### config.mk
export PLATFORM = sky130hd
export DESIGN_NAME = port_a_pin_control
export DESIGN_NICKNAME = d
export VERILOG_FILES = /design/src/core/port_a_pkg.sv /design/src/core/pin_src_if.sv /design/src/core/pin_sync.sv /design/src/core/pin_priority_mux.sv /design/src/core/port_a_pin_control.sv
export SDC_FILE = /design/constraint.sdc
export NUM_CORES = 1
export LEC_CHECK = 0
export BUFFER_PORTS_ARGS = -buffer_cell sky130_fd_sc_hd__clkbuf_2
export CAP_MARGIN = 20
export CORE_MARGIN = 2
export CORE_UTILIZATION = 43
export CTS_CLUSTER_DIAMETER = 50
export DETAILED_ROUTE_END_ITERATION = 7
export GPL_TIMING_DRIVEN = 0
export PLACE_DENSITY = 0.86
export RECOVER_POWER = 25
export SYNTH_ARGS = -nofsm -noshare
export SYNTH_HDL_FRONTEND = slang
export SYNTH_SLANG_ARGS = --single-unit
### constraint.sdc
create_clock -name clk_i -period 2.2 [get_ports clk_i]
set_input_delay 0.44 -clock clk_i [delete_from_list [all_inputs] [get_ports clk_i]]
set_output_delay 0.44 -clock clk_i [all_outputs]
set_load 0.005 [all_outputs]
### src/core/port_a_pkg.sv
// Shared constants for the port A pin control block
package port_a_pkg;
  localparam int          NUM_PINS         = 8;
  localparam int          NUM_SRC          = 5;
  localparam int          ANALOG_W         = 6;
  localparam int          ALT_W            = 7;
  // Register byte offsets on the bus
  localparam logic [7:0]  OFF_PIN_VALUE    = 8'h00;
  localparam logic [7:0]  OFF_DIRECTION    = 8'h04;
  localparam logic [7:0]  OFF_LATCH        = 8'h08;
  localparam logic [7:0]  OFF_ANALOG       = 8'h0C;
  localparam logic [7:0]  OFF_ALT_FUNC     = 8'h10;
  // Reset values
  localparam logic [7:0]  DIR_RST          = 8'hFF;
  localparam logic [7:0]  LATCH_RST        = 8'h00;
  localparam logic [5:0]  ANALOG_RST       = 6'h3F;
  localparam logic [6:0]  ALT_RST          = 7'h00;
  // Field positions in the alternate function register
  localparam int          ALT_PWM_B_BIT    = 4;
  localparam int          ALT_TGATE_BIT    = 5;
  // Source slots, highest priority first
  localparam int          SLOT_0           = 0;
  localparam int          SLOT_1           = 1;
  localparam int          SLOT_2           = 2;
  localparam int          SLOT_3           = 3;
endpackage

### src/core/pin_src_if.sv
// Peripheral source requests per pin and the resolved pin drive
`timescale 1ns/100ps
`default_nettype none
interface pin_src_if;
  logic [7:0][4:0] src_en;
  logic [7:0][4:0] src_val;
  logic [7:0][4:0] src_drv;
  logic [7:0]      latch;
  logic [7:0]      dir;
  logic [7:0]      pin_oe;
  logic [7:0]      pin_out;
  modport driver (output src_en, src_val, src_drv, latch, dir, input pin_oe, pin_out);
  modport mux    (input src_en, src_val, src_drv, latch, dir, output pin_oe, pin_out);
endinterface
`default_nettype wire

### src/core/pin_sync.sv
// Two-stage synchroniser for pin levels
`timescale 1ns/100ps
`default_nettype none
module pin_sync #(
  parameter int W = 8
) (
  input  wire logic         clk_i,
  input  wire logic         rst_i,
  input  wire logic [W-1:0] d_i,
  output logic      [W-1:0] q_o
);
  typedef struct packed {
    logic [W-1:0] meta;
    logic [W-1:0] stable;
  } sync_s;

  sync_s r;
  sync_s n;

  always_comb begin
    n        = r;
    n.meta   = d_i;
    n.stable = r.meta;
  end

  always_ff @(posedge clk_i) begin
    if (rst_i) begin
      r <= '0;
    end else begin
      r <= n;
    end
  end

  assign q_o = r.stable;
endmodule // pin_sync
`default_nettype wire

### src/core/pin_priority_mux.sv
// Per-pin output owner selection by fixed priority
`timescale 1ns/100ps
`default_nettype none
module pin_priority_mux (
  pin_src_if.mux pins
);
  // Walk from the highest slot index down so the highest priority enabled source, slot 0, is applied last
  always_comb begin
    for (int p = 0; p < port_a_pkg::NUM_PINS; p++) begin
      pins.pin_oe[p]  = ~pins.dir[p];   // RULE1 RULE2 RULE6
      pins.pin_out[p] = pins.latch[p];  // RULE2
      for (int s = port_a_pkg::NUM_SRC - 1; s >= 0; s--) begin
        if (pins.src_en[p][s]) begin
          pins.pin_oe[p]  = pins.src_drv[p][s]; // RULE12
          pins.pin_out[p] = pins.src_val[p][s];
        end
      end
    end
  end
endmodule // pin_priority_mux
`default_nettype wire

### src/core/port_a_pin_control.sv
// Port A pin control: registers, pin sampling, output ownership, steering
//
// How it works
// RULE1: Direction one makes pin input, driver off
// RULE2: Direction zero drives pin from output latch
// RULE3: Eight pins, each own direction and latch
// RULE4: Value reads give pins; writes go to latch
// RULE5: Port writes sample pins, modify, store latch
// RULE6: Direction still controls drivers in analog mode
// RULE7: Software keeps analog pins set as inputs
// RULE8: Analog-selected pins read as zero digitally
// RULE9: Analog select never blocks digital output
// RULE10: Analog select bits reset to analog mode
// RULE11: Software clears analog select for digital inputs
// RULE12: Highest priority enabled source owns the pin
// RULE13: Peripheral outputs still drive analog-mode pins
// RULE14: Analog functions enabled only by analog select
// RULE15: Pin 0 order: regulator, display_segment_12, nq, cmp2, latch
// RULE16: Pin 5 order: regulator, display_segment_5, nq, cmp2, latch
// RULE17: Pin 3 order: common3 small package, display_segment_15, latch
// RULE18: Pin 4 order: display_segment_4, q, cmp1, capture_compare_5, latch; code honours capture_compare_5 only with small_package_i
// RULE19: Pin 6 order: regulator, crystal, clockout, display_segment_1, latch
// RULE20: Pin 7 order: crystal input, display_segment_2, latch
// RULE21: Bit 5 picks timer gate source pin
// RULE22: Bit 4 picks PWM B pin, large variant
// RULE23: Steering leaves direction; unselected pin untouched
// RULE24: Latch register write as port; read gives latch
// RULE25: Pin inputs synchronised before any use
//
// Implementation choices: the Wishbone slave port and the address map.
`timescale 1ns/100ps
`default_nettype none
module port_a_pin_control #(
  parameter bit LARGE_VARIANT = 1'b1
) (
  input  wire logic        clk_i,
  input  wire logic        rst_i,
  // Wishbone classic slave
  input  wire logic        cyc_i,
  input  wire logic        stb_i,
  input  wire logic        we_i,
  input  wire logic [7:0]  adr_i,
  input  wire logic [3:0]  sel_i,
  input  wire logic [31:0] dat_i,
  output logic      [31:0] dat_o,
  output logic             ack_o,
  // Port A pads
  input  wire logic [7:0]  pad_in_i,
  output logic      [7:0]  pad_out_o,
  output logic      [7:0]  pad_oe_o,
  output logic      [5:0]  analog_input_enable_o,
  // Configuration and package straps
  input  wire logic        small_package_i,
  input  wire logic        regulator_capacitor_pin0_en_i,
  input  wire logic        regulator_capacitor_pin5_en_i,
  input  wire logic        regulator_capacitor_pin6_en_i,
  input  wire logic        crystal_output_en_i,
  input  wire logic        crystal_or_clock_input_en_i,
  input  wire logic        clock_output_en_i,
  input  wire logic        clock_output_i,
  // Display driver outputs
  input  wire logic        display_segment_12_en_i,
  input  wire logic        display_segment_12_i,
  input  wire logic        display_common_3_en_i,
  input  wire logic        display_common_3_i,
  input  wire logic        display_segment_15_en_i,
  input  wire logic        display_segment_15_i,
  input  wire logic        display_segment_4_en_i,
  input  wire logic        display_segment_4_i,
  input  wire logic        display_segment_5_en_i,
  input  wire logic        display_segment_5_i,
  input  wire logic        display_segment_1_en_i,
  input  wire logic        display_segment_1_i,
  input  wire logic        display_segment_2_en_i,
  input  wire logic        display_segment_2_i,
  // Latch, comparator and capture outputs; [0] pin 0, [1] pin 5
  input  wire logic [1:0]  latch_inverted_output_en_i,
  input  wire logic        latch_inverted_output_i,
  input  wire logic        latch_true_output_en_i,
  input  wire logic        latch_true_output_i,
  input  wire logic [1:0]  comparator2_output_en_i,
  input  wire logic        comparator2_output_i,
  input  wire logic        comparator1_output_en_i,
  input  wire logic        comparator1_output_i,
  input  wire logic        capture_compare_5_en_i,
  input  wire logic        capture_compare_5_i,
  // Steered functions
  input  wire logic        b_side_pin5_i,
  input  wire logic        c_side_pin4_i,
  output logic             timer_gate_input_o,
  input  wire logic        pwm_b_output_en_i,
  input  wire logic        pwm_b_output_i,
  output logic             c_side_pin0_pwm_b_en_o,
  output logic             c_side_pin0_pwm_b_o,
  output logic             d_side_pin2_pwm_b_en_o,
  output logic             d_side_pin2_pwm_b_o
);
  typedef struct packed {
    logic [7:0]                    dir;
    logic [7:0]                    latch;
    logic [port_a_pkg::ANALOG_W-1:0] analog;
    logic [port_a_pkg::ALT_W-1:0]    alt;
    logic                          ack;
    logic [7:0]                    rdat;
    logic [7:0]                    pad_out;
    logic [7:0]                    pad_oe;
    logic                          tgate;
    logic                          pwm_c_en;
    logic                          pwm_c;
    logic                          pwm_d_en;
    logic                          pwm_d;
  } state_s;

  state_s     r;
  state_s     n;
  logic [9:0] sync_q;
  logic [7:0] pin_read;
  logic       req;
  logic       pwm_on_d;

  pin_src_if pins ();

  // Both port-value and latch writes load the latch
  function automatic logic latch_write(input logic [7:0] a);
    return (a == port_a_pkg::OFF_PIN_VALUE) || (a == port_a_pkg::OFF_LATCH);
  endfunction

  // Pads and the other-port pins are asynchronous to clk_i
  pin_sync #(
    .W (10)
  ) u_sync (
    .clk_i (clk_i),
    .rst_i (rst_i),
    .d_i   ({c_side_pin4_i, b_side_pin5_i, pad_in_i}), // RULE25
    .q_o   (sync_q)
  );

  pin_priority_mux u_mux (
    .pins (pins.mux)
  );

  // Digital input buffer is off on analog pins, so they read zero
  assign pin_read = sync_q[7:0] & ~{2'b00, r.analog}; // RULE8 RULE4
  assign req      = cyc_i && stb_i && !r.ack;
  assign pwm_on_d = LARGE_VARIANT && r.alt[port_a_pkg::ALT_PWM_B_BIT]; // RULE22

  // Peripheral source slots; analog select is deliberately not consulted
  always_comb begin
    pins.src_en  = '0;
    pins.src_val = '0;
    pins.src_drv = '0;
    pins.latch   = r.latch;
    pins.dir     = r.dir; // RULE6 RULE23
    // Pin 0
    pins.src_en[0][port_a_pkg::SLOT_0]  = regulator_capacitor_pin0_en_i; // RULE15
    pins.src_en[0][port_a_pkg::SLOT_1]  = display_segment_12_en_i;
    pins.src_val[0][port_a_pkg::SLOT_1] = display_segment_12_i;
    pins.src_drv[0][port_a_pkg::SLOT_1] = 1'b1;
    pins.src_en[0][port_a_pkg::SLOT_2]  = latch_inverted_output_en_i[0];
    pins.src_val[0][port_a_pkg::SLOT_2] = latch_inverted_output_i;
    pins.src_drv[0][port_a_pkg::SLOT_2] = 1'b1;
    pins.src_en[0][port_a_pkg::SLOT_3]  = comparator2_output_en_i[0];
    pins.src_val[0][port_a_pkg::SLOT_3] = comparator2_output_i;
    pins.src_drv[0][port_a_pkg::SLOT_3] = 1'b1;
    // Pin 3
    pins.src_en[3][port_a_pkg::SLOT_0]  = display_common_3_en_i && small_package_i; // RULE17
    pins.src_val[3][port_a_pkg::SLOT_0] = display_common_3_i;
    pins.src_drv[3][port_a_pkg::SLOT_0] = 1'b1;
    pins.src_en[3][port_a_pkg::SLOT_1]  = display_segment_15_en_i;
    pins.src_val[3][port_a_pkg::SLOT_1] = display_segment_15_i;
    pins.src_drv[3][port_a_pkg::SLOT_1] = 1'b1;
    // Pin 4
    pins.src_en[4][port_a_pkg::SLOT_0]  = display_segment_4_en_i; // RULE18
    pins.src_val[4][port_a_pkg::SLOT_0] = display_segment_4_i;
    pins.src_drv[4][port_a_pkg::SLOT_0] = 1'b1;
    pins.src_en[4][port_a_pkg::SLOT_1]  = latch_true_output_en_i;
    pins.src_val[4][port_a_pkg::SLOT_1] = latch_true_output_i;
    pins.src_drv[4][port_a_pkg::SLOT_1] = 1'b1;
    pins.src_en[4][port_a_pkg::SLOT_2]  = comparator1_output_en_i;
    pins.src_val[4][port_a_pkg::SLOT_2] = comparator1_output_i;
    pins.src_drv[4][port_a_pkg::SLOT_2] = 1'b1;
    pins.src_en[4][port_a_pkg::SLOT_3]  = capture_compare_5_en_i && small_package_i;
    pins.src_val[4][port_a_pkg::SLOT_3] = capture_compare_5_i;
    pins.src_drv[4][port_a_pkg::SLOT_3] = 1'b1;
    // Pin 5
    pins.src_en[5][port_a_pkg::SLOT_0]  = regulator_capacitor_pin5_en_i; // RULE16
    pins.src_en[5][port_a_pkg::SLOT_1]  = display_segment_5_en_i;
    pins.src_val[5][port_a_pkg::SLOT_1] = display_segment_5_i;
    pins.src_drv[5][port_a_pkg::SLOT_1] = 1'b1;
    pins.src_en[5][port_a_pkg::SLOT_2]  = latch_inverted_output_en_i[1];
    pins.src_val[5][port_a_pkg::SLOT_2] = latch_inverted_output_i;
    pins.src_drv[5][port_a_pkg::SLOT_2] = 1'b1;
    pins.src_en[5][port_a_pkg::SLOT_3]  = comparator2_output_en_i[1];
    pins.src_val[5][port_a_pkg::SLOT_3] = comparator2_output_i;
    pins.src_drv[5][port_a_pkg::SLOT_3] = 1'b1;
    // Pin 6; regulator and crystal are analog owners, so the driver goes off
    pins.src_en[6][port_a_pkg::SLOT_0]  = regulator_capacitor_pin6_en_i; // RULE19
    pins.src_en[6][port_a_pkg::SLOT_1]  = crystal_output_en_i;
    pins.src_en[6][port_a_pkg::SLOT_2]  = clock_output_en_i;
    pins.src_val[6][port_a_pkg::SLOT_2] = clock_output_i;
    pins.src_drv[6][port_a_pkg::SLOT_2] = 1'b1;
    pins.src_en[6][port_a_pkg::SLOT_3]  = display_segment_1_en_i;
    pins.src_val[6][port_a_pkg::SLOT_3] = display_segment_1_i;
    pins.src_drv[6][port_a_pkg::SLOT_3] = 1'b1;
    // Pin 7
    pins.src_en[7][port_a_pkg::SLOT_0]  = crystal_or_clock_input_en_i; // RULE20
    pins.src_en[7][port_a_pkg::SLOT_1]  = display_segment_2_en_i;
    pins.src_val[7][port_a_pkg::SLOT_1] = display_segment_2_i;
    pins.src_drv[7][port_a_pkg::SLOT_1] = 1'b1;
  end

  always_comb begin
    n      = r;
    n.ack  = req;
    n.rdat = 8'h00;
    if (req && we_i && sel_i[0]) begin
      case (adr_i)
        port_a_pkg::OFF_DIRECTION: n.dir    = dat_i[7:0]; // RULE3
        port_a_pkg::OFF_ANALOG:    n.analog = dat_i[port_a_pkg::ANALOG_W-1:0];
        port_a_pkg::OFF_ALT_FUNC:  n.alt    = dat_i[port_a_pkg::ALT_W-1:0];
        default:                   n.alt    = r.alt;
      endcase
    end
    // Unwritten byte lane keeps the sampled pin levels
    if (req && we_i && latch_write(adr_i)) begin
      n.latch = sel_i[0] ? dat_i[7:0] : pin_read; // RULE5 RULE4 RULE24
    end
    if (req && !we_i) begin
      case (adr_i)
        port_a_pkg::OFF_PIN_VALUE: n.rdat = pin_read; // RULE4
        port_a_pkg::OFF_DIRECTION: n.rdat = r.dir;
        port_a_pkg::OFF_LATCH:     n.rdat = r.latch; // RULE24
        port_a_pkg::OFF_ANALOG:    n.rdat = {2'b00, r.analog};
        port_a_pkg::OFF_ALT_FUNC:  n.rdat = {1'b0, r.alt};
        default:                   n.rdat = 8'h00;
      endcase
    end
    n.pad_out = pins.pin_out; // RULE9 RULE13
    n.pad_oe  = pins.pin_oe;
    n.tgate   = r.alt[port_a_pkg::ALT_TGATE_BIT] ? sync_q[9] : sync_q[8]; // RULE21
    // Only the selected pin sees the PWM B request
    n.pwm_c_en = pwm_b_output_en_i && !pwm_on_d; // RULE23
    n.pwm_c    = pwm_b_output_i && !pwm_on_d;
    n.pwm_d_en = pwm_b_output_en_i && pwm_on_d;
    n.pwm_d    = pwm_b_output_i && pwm_on_d;
  end

  always_ff @(posedge clk_i) begin
    if (rst_i) begin
      r        <= '0;
      r.dir    <= port_a_pkg::DIR_RST;
      r.latch  <= port_a_pkg::LATCH_RST;
      r.analog <= port_a_pkg::ANALOG_RST; // RULE10
      r.alt    <= port_a_pkg::ALT_RST;
    end else begin
      r <= n;
    end
  end

  assign dat_o                  = {24'h000000, r.rdat};
  assign ack_o                  = r.ack;
  assign pad_out_o              = r.pad_out;
  assign pad_oe_o               = r.pad_oe;
  assign analog_input_enable_o  = r.analog; // RULE14
  assign timer_gate_input_o     = r.tgate;
  assign c_side_pin0_pwm_b_en_o = r.pwm_c_en;
  assign c_side_pin0_pwm_b_o    = r.pwm_c;
  assign d_side_pin2_pwm_b_en_o = r.pwm_d_en;
  assign d_side_pin2_pwm_b_o    = r.pwm_d;
endmodule // port_a_pin_control
`default_nettype wire

==> results of run 1 <==
## metrics by stage
step / std cells / TNS, ns / hold WS, ns
after CTS: 627 / 0 / 0.244
final: 627 / 0 / 0.250
after detailed placement: 611 / -2.37 / 0.422
after global placement: 611 / -1.96 / 0.422
after floorplan: 406 / 0 / 0.399
after global routing: 627 / 0 / 0.255
## cell families (layout without fill, tap and decap cells)
family | Yosys count | after routing | synth area share [%]
other cells | 1 | 24 | 0.101
compound gates | 40 | 40 | 7.08
simple gates | 137 | 137 | 23.3
mux | 45 | 45 | 13.1
buf+inv | 81 | 197 | 14.0
flops | 79 | 79 | 42.4
## synth_stat cells, types with 2 or more instances
cell	instances	area, um^2
sky130_fd_sc_hd__mux2i_1	28	280
sky130_fd_sc_hd__a221oi_1	2	17.5
sky130_fd_sc_hd__nand4b_1	2	17.5
sky130_fd_sc_hd__a21oi_1	8	40.0
sky130_fd_sc_hd__inv_1	8	30.0
sky130_fd_sc_hd__or3b_2	6	52.6
sky130_fd_sc_hd__mux2_4	5	75.1
sky130_fd_sc_hd__nor2_1	33	124
sky130_fd_sc_hd__buf_6	2	22.5
sky130_fd_sc_hd__o211ai_1	2	15.0
sky130_fd_sc_hd__buf_4	54	405
sky130_fd_sc_hd__nand2b_1	16	100
sky130_fd_sc_hd__o21ai_0	7	35.0
sky130_fd_sc_hd__dfxtp_1	79	1580
sky130_fd_sc_hd__clkbuf_1	15	56.3
sky130_fd_sc_hd__nor4b_1	5	43.8
sky130_fd_sc_hd__and2_1	6	37.5
sky130_fd_sc_hd__nor3b_1	7	52.6
sky130_fd_sc_hd__nand2_1	12	45.0
sky130_fd_sc_hd__nor2b_1	31	194
sky130_fd_sc_hd__a22oi_1	6	45.0
sky130_fd_sc_hd__nor3_1	6	30.0
sky130_fd_sc_hd__a211oi_1	11	82.6
sky130_fd_sc_hd__or4bb_1	2	22.5
sky130_fd_sc_hd__nor4_4	3	63.8
sky130_fd_sc_hd__nor4bb_1	2	20.0
sky130_fd_sc_hd__mux2_2	12	135
## repair_timing
action                     4_1_cts  5_1_grt
resized for setup                0        1
setup endpoints to repair        0        3
setup buffers                    0        0
## state kept, by name, indices dropped and copies added (netlist names)
signal / cells
dat_o: 8
ack_o: 1
pwm_on_d: 1
u_sync.n: 10
u_sync.q_o: 10
d_side_pin2_pwm_b_en_o: 1
pad_out_o: 8
pad_oe_o: 8
r: 6
analog_input_enable_o: 6
pins.latch: 8
timer_gate_input_o: 1
c_side_pin0_pwm_b_en_o: 1
d_side_pin2_pwm_b_o: 1
pins.dir: 8
c_side_pin0_pwm_b_o: 1
## critical path: stages
cell and delay (ns):
sky130_fd_sc_hd__clkbuf_2 0.09, sky130_fd_sc_hd__clkbuf_1 0.29, sky130_fd_sc_hd__or4bb_1 0.48, sky130_fd_sc_hd__nor4_4 0.68, sky130_fd_sc_hd__mux2i_1 0.27
## final cells by class
cell class,instances,area (um^2),area share [%]
Inverter,8,30.0,0.644
Timing Repair Buffer,100,494,10.6
Clock inverter,6,85.1,1.83
Multi-Input combinational cell,246,1720,36.9
Buffer,73,493,10.6
Sequential cell,79,1580,33.9
Clock buffer,10,128,2.74
Tap cell,105,131,2.82
## power groups by stage
stage               clock network [mW]  logic (mW)  registers (mW)
CTS                               1.18       0.298            1.47
floorplan                            0       0.177            1.50
finish                            1.17       0.300            1.47
global route                      1.25       0.331            1.47
global placement                     0       0.289            1.50
detailed placement                   0       0.297            1.50
## routing by layer
layer  global-route usage, %  vias up  wire [um]
met5                       0        -          0
met4                    8.45        0        155
met3                    3.60       18        704
met2                    32.5      124       4330
met1                    23.7     1405       3680
li1                        -     1502          -
## path summary, 6_finish.rpt
| path | from | end | depth (start not counted) |
|---|---|---|---|
| max reg2reg | ack_o | pins.dir[1] | 3 |
| min reg2reg | u_sync.n[8] | u_sync.q_o[8] | 1 |
| max | adr_i[2] | pins.dir[1] | 5 |
| min | regulator_capacitor_pin5_en_i | pad_out_o[5] | 2 |
==> qor.tcl, run 1 <==
set qor(cts_hold_buf) 0
set qor(cellPowerDensity_nw_per_um2) 630
set qor(start_util_pct) 45.0
set qor(wl_per_cell_um) 14.1
set qor(setup_violations) 0
set qor(setup.reg_to_reg.worst_slack_ns) 0.24
set qor(timing.critical_path.arrival_ns) 2.26
set qor(static-leakage-power_nw) 2.06
set qor(combinationalPowerShare_pct) 10.2
set qor(status) {finished, final reports clean}
set qor(n_fill_cell) 760
set qor(num_vias) 3049
set qor(fmaxAchievable_mhz) 504
set qor(clock_tree.root_cell) {sky130_fd_sc_hd__clkbuf_8}
set qor(post_synth_instance_area_um2) 3730
set qor(total_power_mw) 2.94
set qor(clkTransAtPathRegs_ns) 0.08
set qor(cts_sink_count) 79
set qor(clock_insertion_delay_worst_skew_ns) 0.36
set qor(postRouteAntennaNets) 0
set qor(finalCriticalPeriod_ns) 1.99
set qor(port-buffer-count) 100
set qor(timing.max_cap.violations) 0
set qor(layout.cells.most_common_list) {sky130_fd_sc_hd__clkbuf_2 (96), sky130_fd_sc_hd__dfxtp_1 (79), sky130_fd_sc_hd__buf_4 (47)}
set qor(grt_remaining_overflow) 0
set qor(sequential_fraction_of_design_power_pct) 50.0
set qor(power_switching_share_pct) 23.6
set qor(timing.final.hold_violations) 0
set qor(io_pins) 155
set qor(post-dp-hpwl_mm) 6.68
set qor(tightestPinTransition_ns) 0.878
set qor(holdCritPathClass) {in2reg}
set qor(postSynthAreaPerCell_um2) 9.74
set qor(nets) 612
set qor(total_switching_power_mw) 0.693
set qor(synthesis.yosys.warnings) 0
set qor(synth_seq_area_share_pct) 42.4
set qor(relSlewSlack_pct) 41.0
set qor(drcViolationCount) 0
set qor(final_layout_size_suffix_gt1_share_pct) 37.7
set qor(min_period_over_period_pct) 90.3
set qor(finalClockSkew_ns) 0.0102
set qor(first_drt_iteration_drcs) 143
set qor(flop_and_latch_count_out_of_synthesis) 79
set qor(grt_pass1_vias) 3018
set qor(wirelength_mm) 8.87
set qor(tritoncts) {yes}
set qor(clock_power_share_pct) 39.7
set qor(dp_slack_ns) -0.277
set qor(synth_enable_flop_cells) 0
set qor(clock_tree.buffer_depth) 2
set qor(utilization_pct) 56.2
set qor(floorplan.die_area_um2) 9440
set qor(die_w_um) 97.2
set qor(largest_net_degree_at_the_start_of_global_routing) 14
set qor(synth_cells) 383
set qor(diodes) 0
set qor(die_height_um) 97.2
set qor(globalplace.congestion) 0.865
set qor(synth_cell_type_count) 40
set qor(detail_route.first_pass.iterations) 4
set qor(synthToLayoutAreaGrowth_pct) 24.9
set qor(setup.worst_path.class) {in2reg}
set qor(floorplan.rows) 33
set qor(htree_num_levels) 3
set qor(setup_repair_after_global_routing_missed_its_margin) {no}
set qor(grt_pass1_wl_mm) 14.6
set qor(finalInstanceArea_um2) 4660
set qor(viasPerCell) 4.86
set qor(power_report.internal_total_mw) 2.24
set qor(instance_area_at_placement_um2) 4450
set qor(start_kind) {input port}
set qor(endpoint_type_of_the_worst_setup_path) {register}
set qor(global_route.usage.total_pct) 19.2
set qor(async_set_or_reset_flop_fraction_in_the_synthesized_netlist_pct) 0
set qor(critPathMaxFanout) 10
set qor(area_of_the_placeable_core_um2) 8300
set qor(cts_made_buffers) 9
set qor(ir_worst_vdd_v) 0.000351
set qor(report.final.slew_viol_count) 0
set qor(critPathRequiredTime_ns) 2.48
set qor(commonest_non_fill_non_tap_cell_in_the_layout) {sky130_fd_sc_hd__clkbuf_2}
set qor(antenna_found_initial) 0
set qor(postLayoutSetupSlackWorst_ns) 0.214
set qor(synth_ff_type) {sky130_fd_sc_hd__dfxtp_1}
Power figures use the tool's default switching activity.
==> inputs of run 2 (changes only) <==
PLACE_DENSITY = 0.84   (was 0.86)
==> qor.tcl, run 2 (synthesis gave the netlist of run 1 again) <==
set qor(start_util_pct) 45.0
set qor(tritoncts) {yes}
set qor(fmaxAchievable_mhz) 483
set qor(hold_path.startpoint) {regulator_capacitor_pin0_en_i}
set qor(ir_worst_vdd_v) 0.000359
set qor(num_vias) 2992
set qor(floorplan.rows) 33
set qor(grt_pass1_wl_mm) 14.1
set qor(endpoint_type_of_the_worst_setup_path) {register}
set qor(final_layout_size_suffix_gt1_share_pct) 37.5
set qor(final_hold_slack_ns) 0.255
set qor(first_drt_iteration_drcs) 163
set qor(cellPowerDensity_nw_per_um2) 673
set qor(timing.max_cap.violations) 0
set qor(clock_insertion_delay_worst_skew_ns) 0.35
set qor(regToRegEndpoint) {pins.latch[1]}
set qor(post-dp-hpwl_mm) 6.53
set qor(cts_made_buffers) 9
set qor(port-buffer-count) 100
set qor(cp-startpoint) {adr_i[7]}
set qor(relSlewSlack_pct) 41.8
set qor(setup.worst_path.class) {in2reg}
set qor(timing.final.hold_violations) 0
set qor(static-leakage-power_nw) 2.09
set qor(cts_sink_count) 79
set qor(largest_net_degree_at_the_start_of_global_routing) 14
set qor(commonest_non_fill_non_tap_cell_in_the_layout) {sky130_fd_sc_hd__clkbuf_2}
set qor(area_of_the_placeable_core_um2) 8300
set qor(setup_violations) 0
set qor(post-cts-setup-buffers) 0
set qor(grt_remaining_overflow) 0
set qor(critPathRequiredTime_ns) 2.44
set qor(diodes) 0
set qor(grt_pass1_vias) 2927
set qor(drcViolationCount) 0
set qor(report.final.slew_viol_count) 0
set qor(setup_repair_after_global_routing_missed_its_margin) {no}
set qor(finalCriticalPeriod_ns) 2.07
set qor(status) {finished, final reports clean}
set qor(worst_reg2reg_path_length_in_cells) 3
set qor(global_route.usage.total_pct) 18.7
set qor(wl_per_cell_um) 14.0
set qor(total_power_mw) 3.17
set qor(die_w_um) 97.2
set qor(io_pins) 155
set qor(floorplan.die_area_um2) 9440
set qor(crit-reg2reg-launch) {ack_o}
set qor(timing.critical_path.arrival_ns) 2.31
set qor(tightestPinTransition_ns) 0.867
set qor(antenna_found_initial) 0
set qor(htree_num_levels) 3
set qor(clock_tree.buffer_depth) 2
set qor(globalplace.congestion) 0.912
set qor(detail_route.first_pass.iterations) 4
set qor(synthToLayoutAreaGrowth_pct) 26.1
set qor(hold_end) {pad_out_o[0]}
set qor(clock_tree.root_cell) {sky130_fd_sc_hd__clkbuf_8}
set qor(viasPerCell) 4.77
set qor(setup.reg_to_reg.worst_slack_ns) 0.15
set qor(clkTransAtPathRegs_ns) 0.08
set qor(min_path_cells) 2
set qor(wirelength_mm) 8.77
set qor(min_period_over_period_pct) 94.2
set qor(post_cts_resized) 0
set qor(postRouteAntennaNets) 0
set qor(critPathMaxFanout) 7
set qor(nets) 612
set qor(n_fill_cell) 757
set qor(utilization_pct) 56.7
set qor(finalClockSkew_ns) 0.00320
set qor(holdCritPathClass) {in2reg}
set qor(die_height_um) 97.2
set qor(start_kind) {input port}
set qor(layout.cells.most_common_list) {sky130_fd_sc_hd__clkbuf_2 (97), sky130_fd_sc_hd__dfxtp_1 (79), sky130_fd_sc_hd__buf_4 (46)}
set qor(cts_hold_buf) 0
run 2: worst max-delay path, cell delays in order:
cell and delay [ns]:
sky130_fd_sc_hd__clkbuf_2 0.08, sky130_fd_sc_hd__or4_4 0.52, sky130_fd_sc_hd__buf_6 0.16, sky130_fd_sc_hd__nor4b_1 0.71
sky130_fd_sc_hd__mux2_2 0.41
run 2: final cells by class:
cell class              count  area [um^2]  share of cell area [%]
plain buffers              73          493                    10.5
clock buffers              11          131                    2.79
clock inverters             5          129                    2.74
inverters                   8         30.0                   0.638
multi-input cells         246         1710                    36.4
flip-flops and latches     79         1580                    33.6
well taps                 105          131                    2.79
repair buffers            100          495                    10.5
run 2: metal layers:
layer  global-route usage (%)  part of all wire, %  wire (um)  vias up
met4                     7.15                  1.6        136        0
met1                     23.4                   43       3760     1374
li1                         -                    -          -     1502
met5                        0                    0          0        -
met2                     31.4                   49       4290      105
met3                     4.17                  6.6        581       11
run 2: how the worst max path moves through the flow:
stage / slack, ns / endpoint / cells past startpoint
6_report: 0.13 / pins.latch[1] / 5
5_1_grt: 0.02 / pins.latch[1] / 3
4_1_cts: 0.07 / pins.latch[1] / 5
3_5_place_dp: -0.28 / pins.latch[1] / 5
3_3_place_gp: -0.25 / pins.latch[7] / 5
2_1_floorplan: 0.04 / pins.latch[0] / 5
run 2: power by group:
part           total (mW)  internal [mW]  switching [mW]
Sequential           1.47           1.46         0.00941
Clock                1.40          0.874           0.527
Combinational       0.299          0.149           0.150
Total                3.17           2.48           0.686
run 2: stage by stage:
stage	cells	instance area, um^2	TNS (ns)	setup WS [ns]
after detailed placement	611	4450	-2.64	-0.281
final	627	4700	0	0.128
after floorplan	406	3820	0	0.0430
after global placement	611	4450	-1.97	-0.246
after CTS	627	4710	0	0.0733
after global routing	627	4700	0	0.0178
==> inputs of run 3 (changes only) <==
CTS_CLUSTER_SIZE = 25   (was unset)
GPL_TIMING_DRIVEN = unset   (was 0)
==> qor.tcl, run 3 (synthesis gave the netlist of run 1 again) <==
set qor(timing.max_cap.violations) 0
set qor(static-leakage-power_nw) 1.86
set qor(floorplan.die_area_um2) 9440
set qor(diodes) 0
set qor(sequential_fraction_of_design_power_pct) 48.6
set qor(htree_num_levels) 3
set qor(met3_length_um) 574
set qor(clock_power_share_pct) 43.3
set qor(detail_route.first_pass.iterations) 4
set qor(finalCriticalPeriod_ns) 1.82
set qor(final_layout_size_suffix_gt1_share_pct) 34.1
set qor(cellPowerDensity_nw_per_um2) 701
set qor(die_height_um) 97.2
set qor(endpoint_type_of_the_worst_setup_path) {register}
set qor(die_w_um) 97.2
set qor(cts_sink_count) 79
set qor(power_report.internal_total_mw) 2.38
set qor(status) {finished, final reports clean}
set qor(clock_tree.buffer_depth) 2
set qor(post_cts_resized) 0
set qor(combinationalPowerShare_pct) 8.1
set qor(layout.cells.most_common_list) {sky130_fd_sc_hd__clkbuf_2 (102), sky130_fd_sc_hd__dfxtp_1 (79), sky130_fd_sc_hd__nor2_1 (33)}
set qor(holdCritPathClass) {in2reg}
set qor(cts_made_buffers) 9
set qor(finalClockSkew_ns) 0.00759
set qor(first_drt_iteration_drcs) 98
set qor(clock_insertion_delay_worst_skew_ns) 0.35
set qor(io_pins) 155
set qor(fmaxAchievable_mhz) 551
set qor(tightestPinTransition_ns) 0.805
set qor(critPathMaxFanout) 5
set qor(setup.worst_path.class) {in2reg}
set qor(report.final.slew_viol_count) 0
set qor(postRouteAntennaNets) 0
set qor(drcViolationCount) 0
set qor(port-buffer-count) 103
set qor(utilization_pct) 52.0
set qor(floorplan.rows) 33
set qor(relSlewSlack_pct) 46.3
set qor(global_route.usage.total_pct) 16.2
set qor(critPathRequiredTime_ns) 2.48
set qor(ir_worst_vdd_v) 0.000310
set qor(hold_path.startpoint) {regulator_capacitor_pin0_en_i}
set qor(grt_pass1_wl_mm) 12.3
set qor(synthToLayoutAreaGrowth_pct) 15.6
set qor(final_hold_slack_ns) 0.260
set qor(cp-startpoint) {adr_i[7]}
set qor(clock_tree.root_cell) {sky130_fd_sc_hd__clkbuf_8}
set qor(wirelength_mm) 7.74
set qor(wl_met1_mm) 3.35
set qor(top_layer) {met4}
set qor(clkTransAtPathRegs_ns) 0.07
set qor(dr_wl_met2_mm) 3.70
set qor(wl_per_cell_um) 13.6
set qor(antenna_found_initial) 0
set qor(start_util_pct) 45.0
set qor(grt_pass1_vias) 2641
set qor(setup_repair_after_global_routing_missed_its_margin) {no}
set qor(timing.final.hold_violations) 0
set qor(post-cts-setup-buffers) 0
set qor(crit-reg2reg-launch) {ack_o}
set qor(min_period_over_period_pct) 82.5
set qor(power_switching_share_pct) 21.1
set qor(setup_tns_ns) 0
set qor(total_power_mw) 3.02
set qor(area_of_the_placeable_core_um2) 8300
set qor(dp_slack_ns) 0.0362
set qor(globalplace.congestion) 0.837
set qor(largest_net_degree_at_the_start_of_global_routing) 88
set qor(viasPerCell) 4.89
set qor(commonest_non_fill_non_tap_cell_in_the_layout) {sky130_fd_sc_hd__clkbuf_2}
set qor(cts_hold_buf) 0
set qor(tritoncts) {yes}
set qor(nets) 555
set qor(timing.critical_path.arrival_ns) 2.09
set qor(grt_remaining_overflow) 0
set qor(postLayoutSetupSlackWorst_ns) 0.384
set qor(num_vias) 2780
set qor(post-dp-hpwl_mm) 5.79
set qor(n_fill_cell) 773
set qor(total_switching_power_mw) 0.638
set qor(start_kind) {input port}
set qor(setup_violations) 0
## run 3: path summary, 6_finish.rpt
| check | endpoint | slack, ns | depth (start not counted) |
|---|---|---|---|
| worst max-delay path | pins.dir[6] | 0.38 | 6 |
| worst min-delay path | pad_out_o[0] | 0.26 | 2 |
| worst max register to register | dat_o[5] | 0.39 | 3 |
| worst min register to register | pad_oe_o[2] | 0.44 | 1 |
## run 3: per-layer routing
| metal | up-vias | global-route usage (%) |
|---|---|---|
| li1 | 1384 | - |
| met1 | 1283 | 19.7 |
| met2 | 103 | 26.5 |
| met3 | 10 | 5.11 |
| met4 | 0 | 6.61 |
| met5 | - | 0 |
## run 3: per-stage QoR
step                std cells  instance area, um^2
floorplan                 406                 3820
global placement          554                 4070
detailed placement        554                 4070
CTS                       569                 4310
global route              569                 4310
finish                    569                 4310
## run 3: area by class of cell
cell class | count | area, um^2 | area share (%)
repair buffers | 116 | 612 | 14.2
multi-input cells | 246 | 1710 | 39.7
well taps | 105 | 131 | 3.05
clock inverters | 3 | 90.1 | 2.09
inverters | 8 | 30.0 | 0.696
clock buffers | 12 | 155 | 3.60
flip-flops and latches | 79 | 1580 | 36.7
## run 3: power groups by stage
| stage | combinational, mW | sequential, mW | clock, mW |
|---|---|---|---|
| 6_report | 0.244 | 1.47 | 1.31 |
| 5_1_grt | 0.270 | 1.47 | 1.40 |
| 4_1_cts | 0.244 | 1.47 | 1.34 |
| 3_5_place_dp | 0.243 | 1.50 | 0 |
| 3_3_place_gp | 0.233 | 1.50 | 0 |
| 2_1_floorplan | 0.177 | 1.50 | 0 |
## run 3: worst max-delay path, stage by stage
cell                       delay, ns
sky130_fd_sc_hd__clkbuf_2       0.08
sky130_fd_sc_hd__or4_4          0.55
sky130_fd_sc_hd__buf_4          0.19
sky130_fd_sc_hd__nor4_4         0.40
sky130_fd_sc_hd__buf_4          0.24
sky130_fd_sc_hd__mux2i_1        0.19
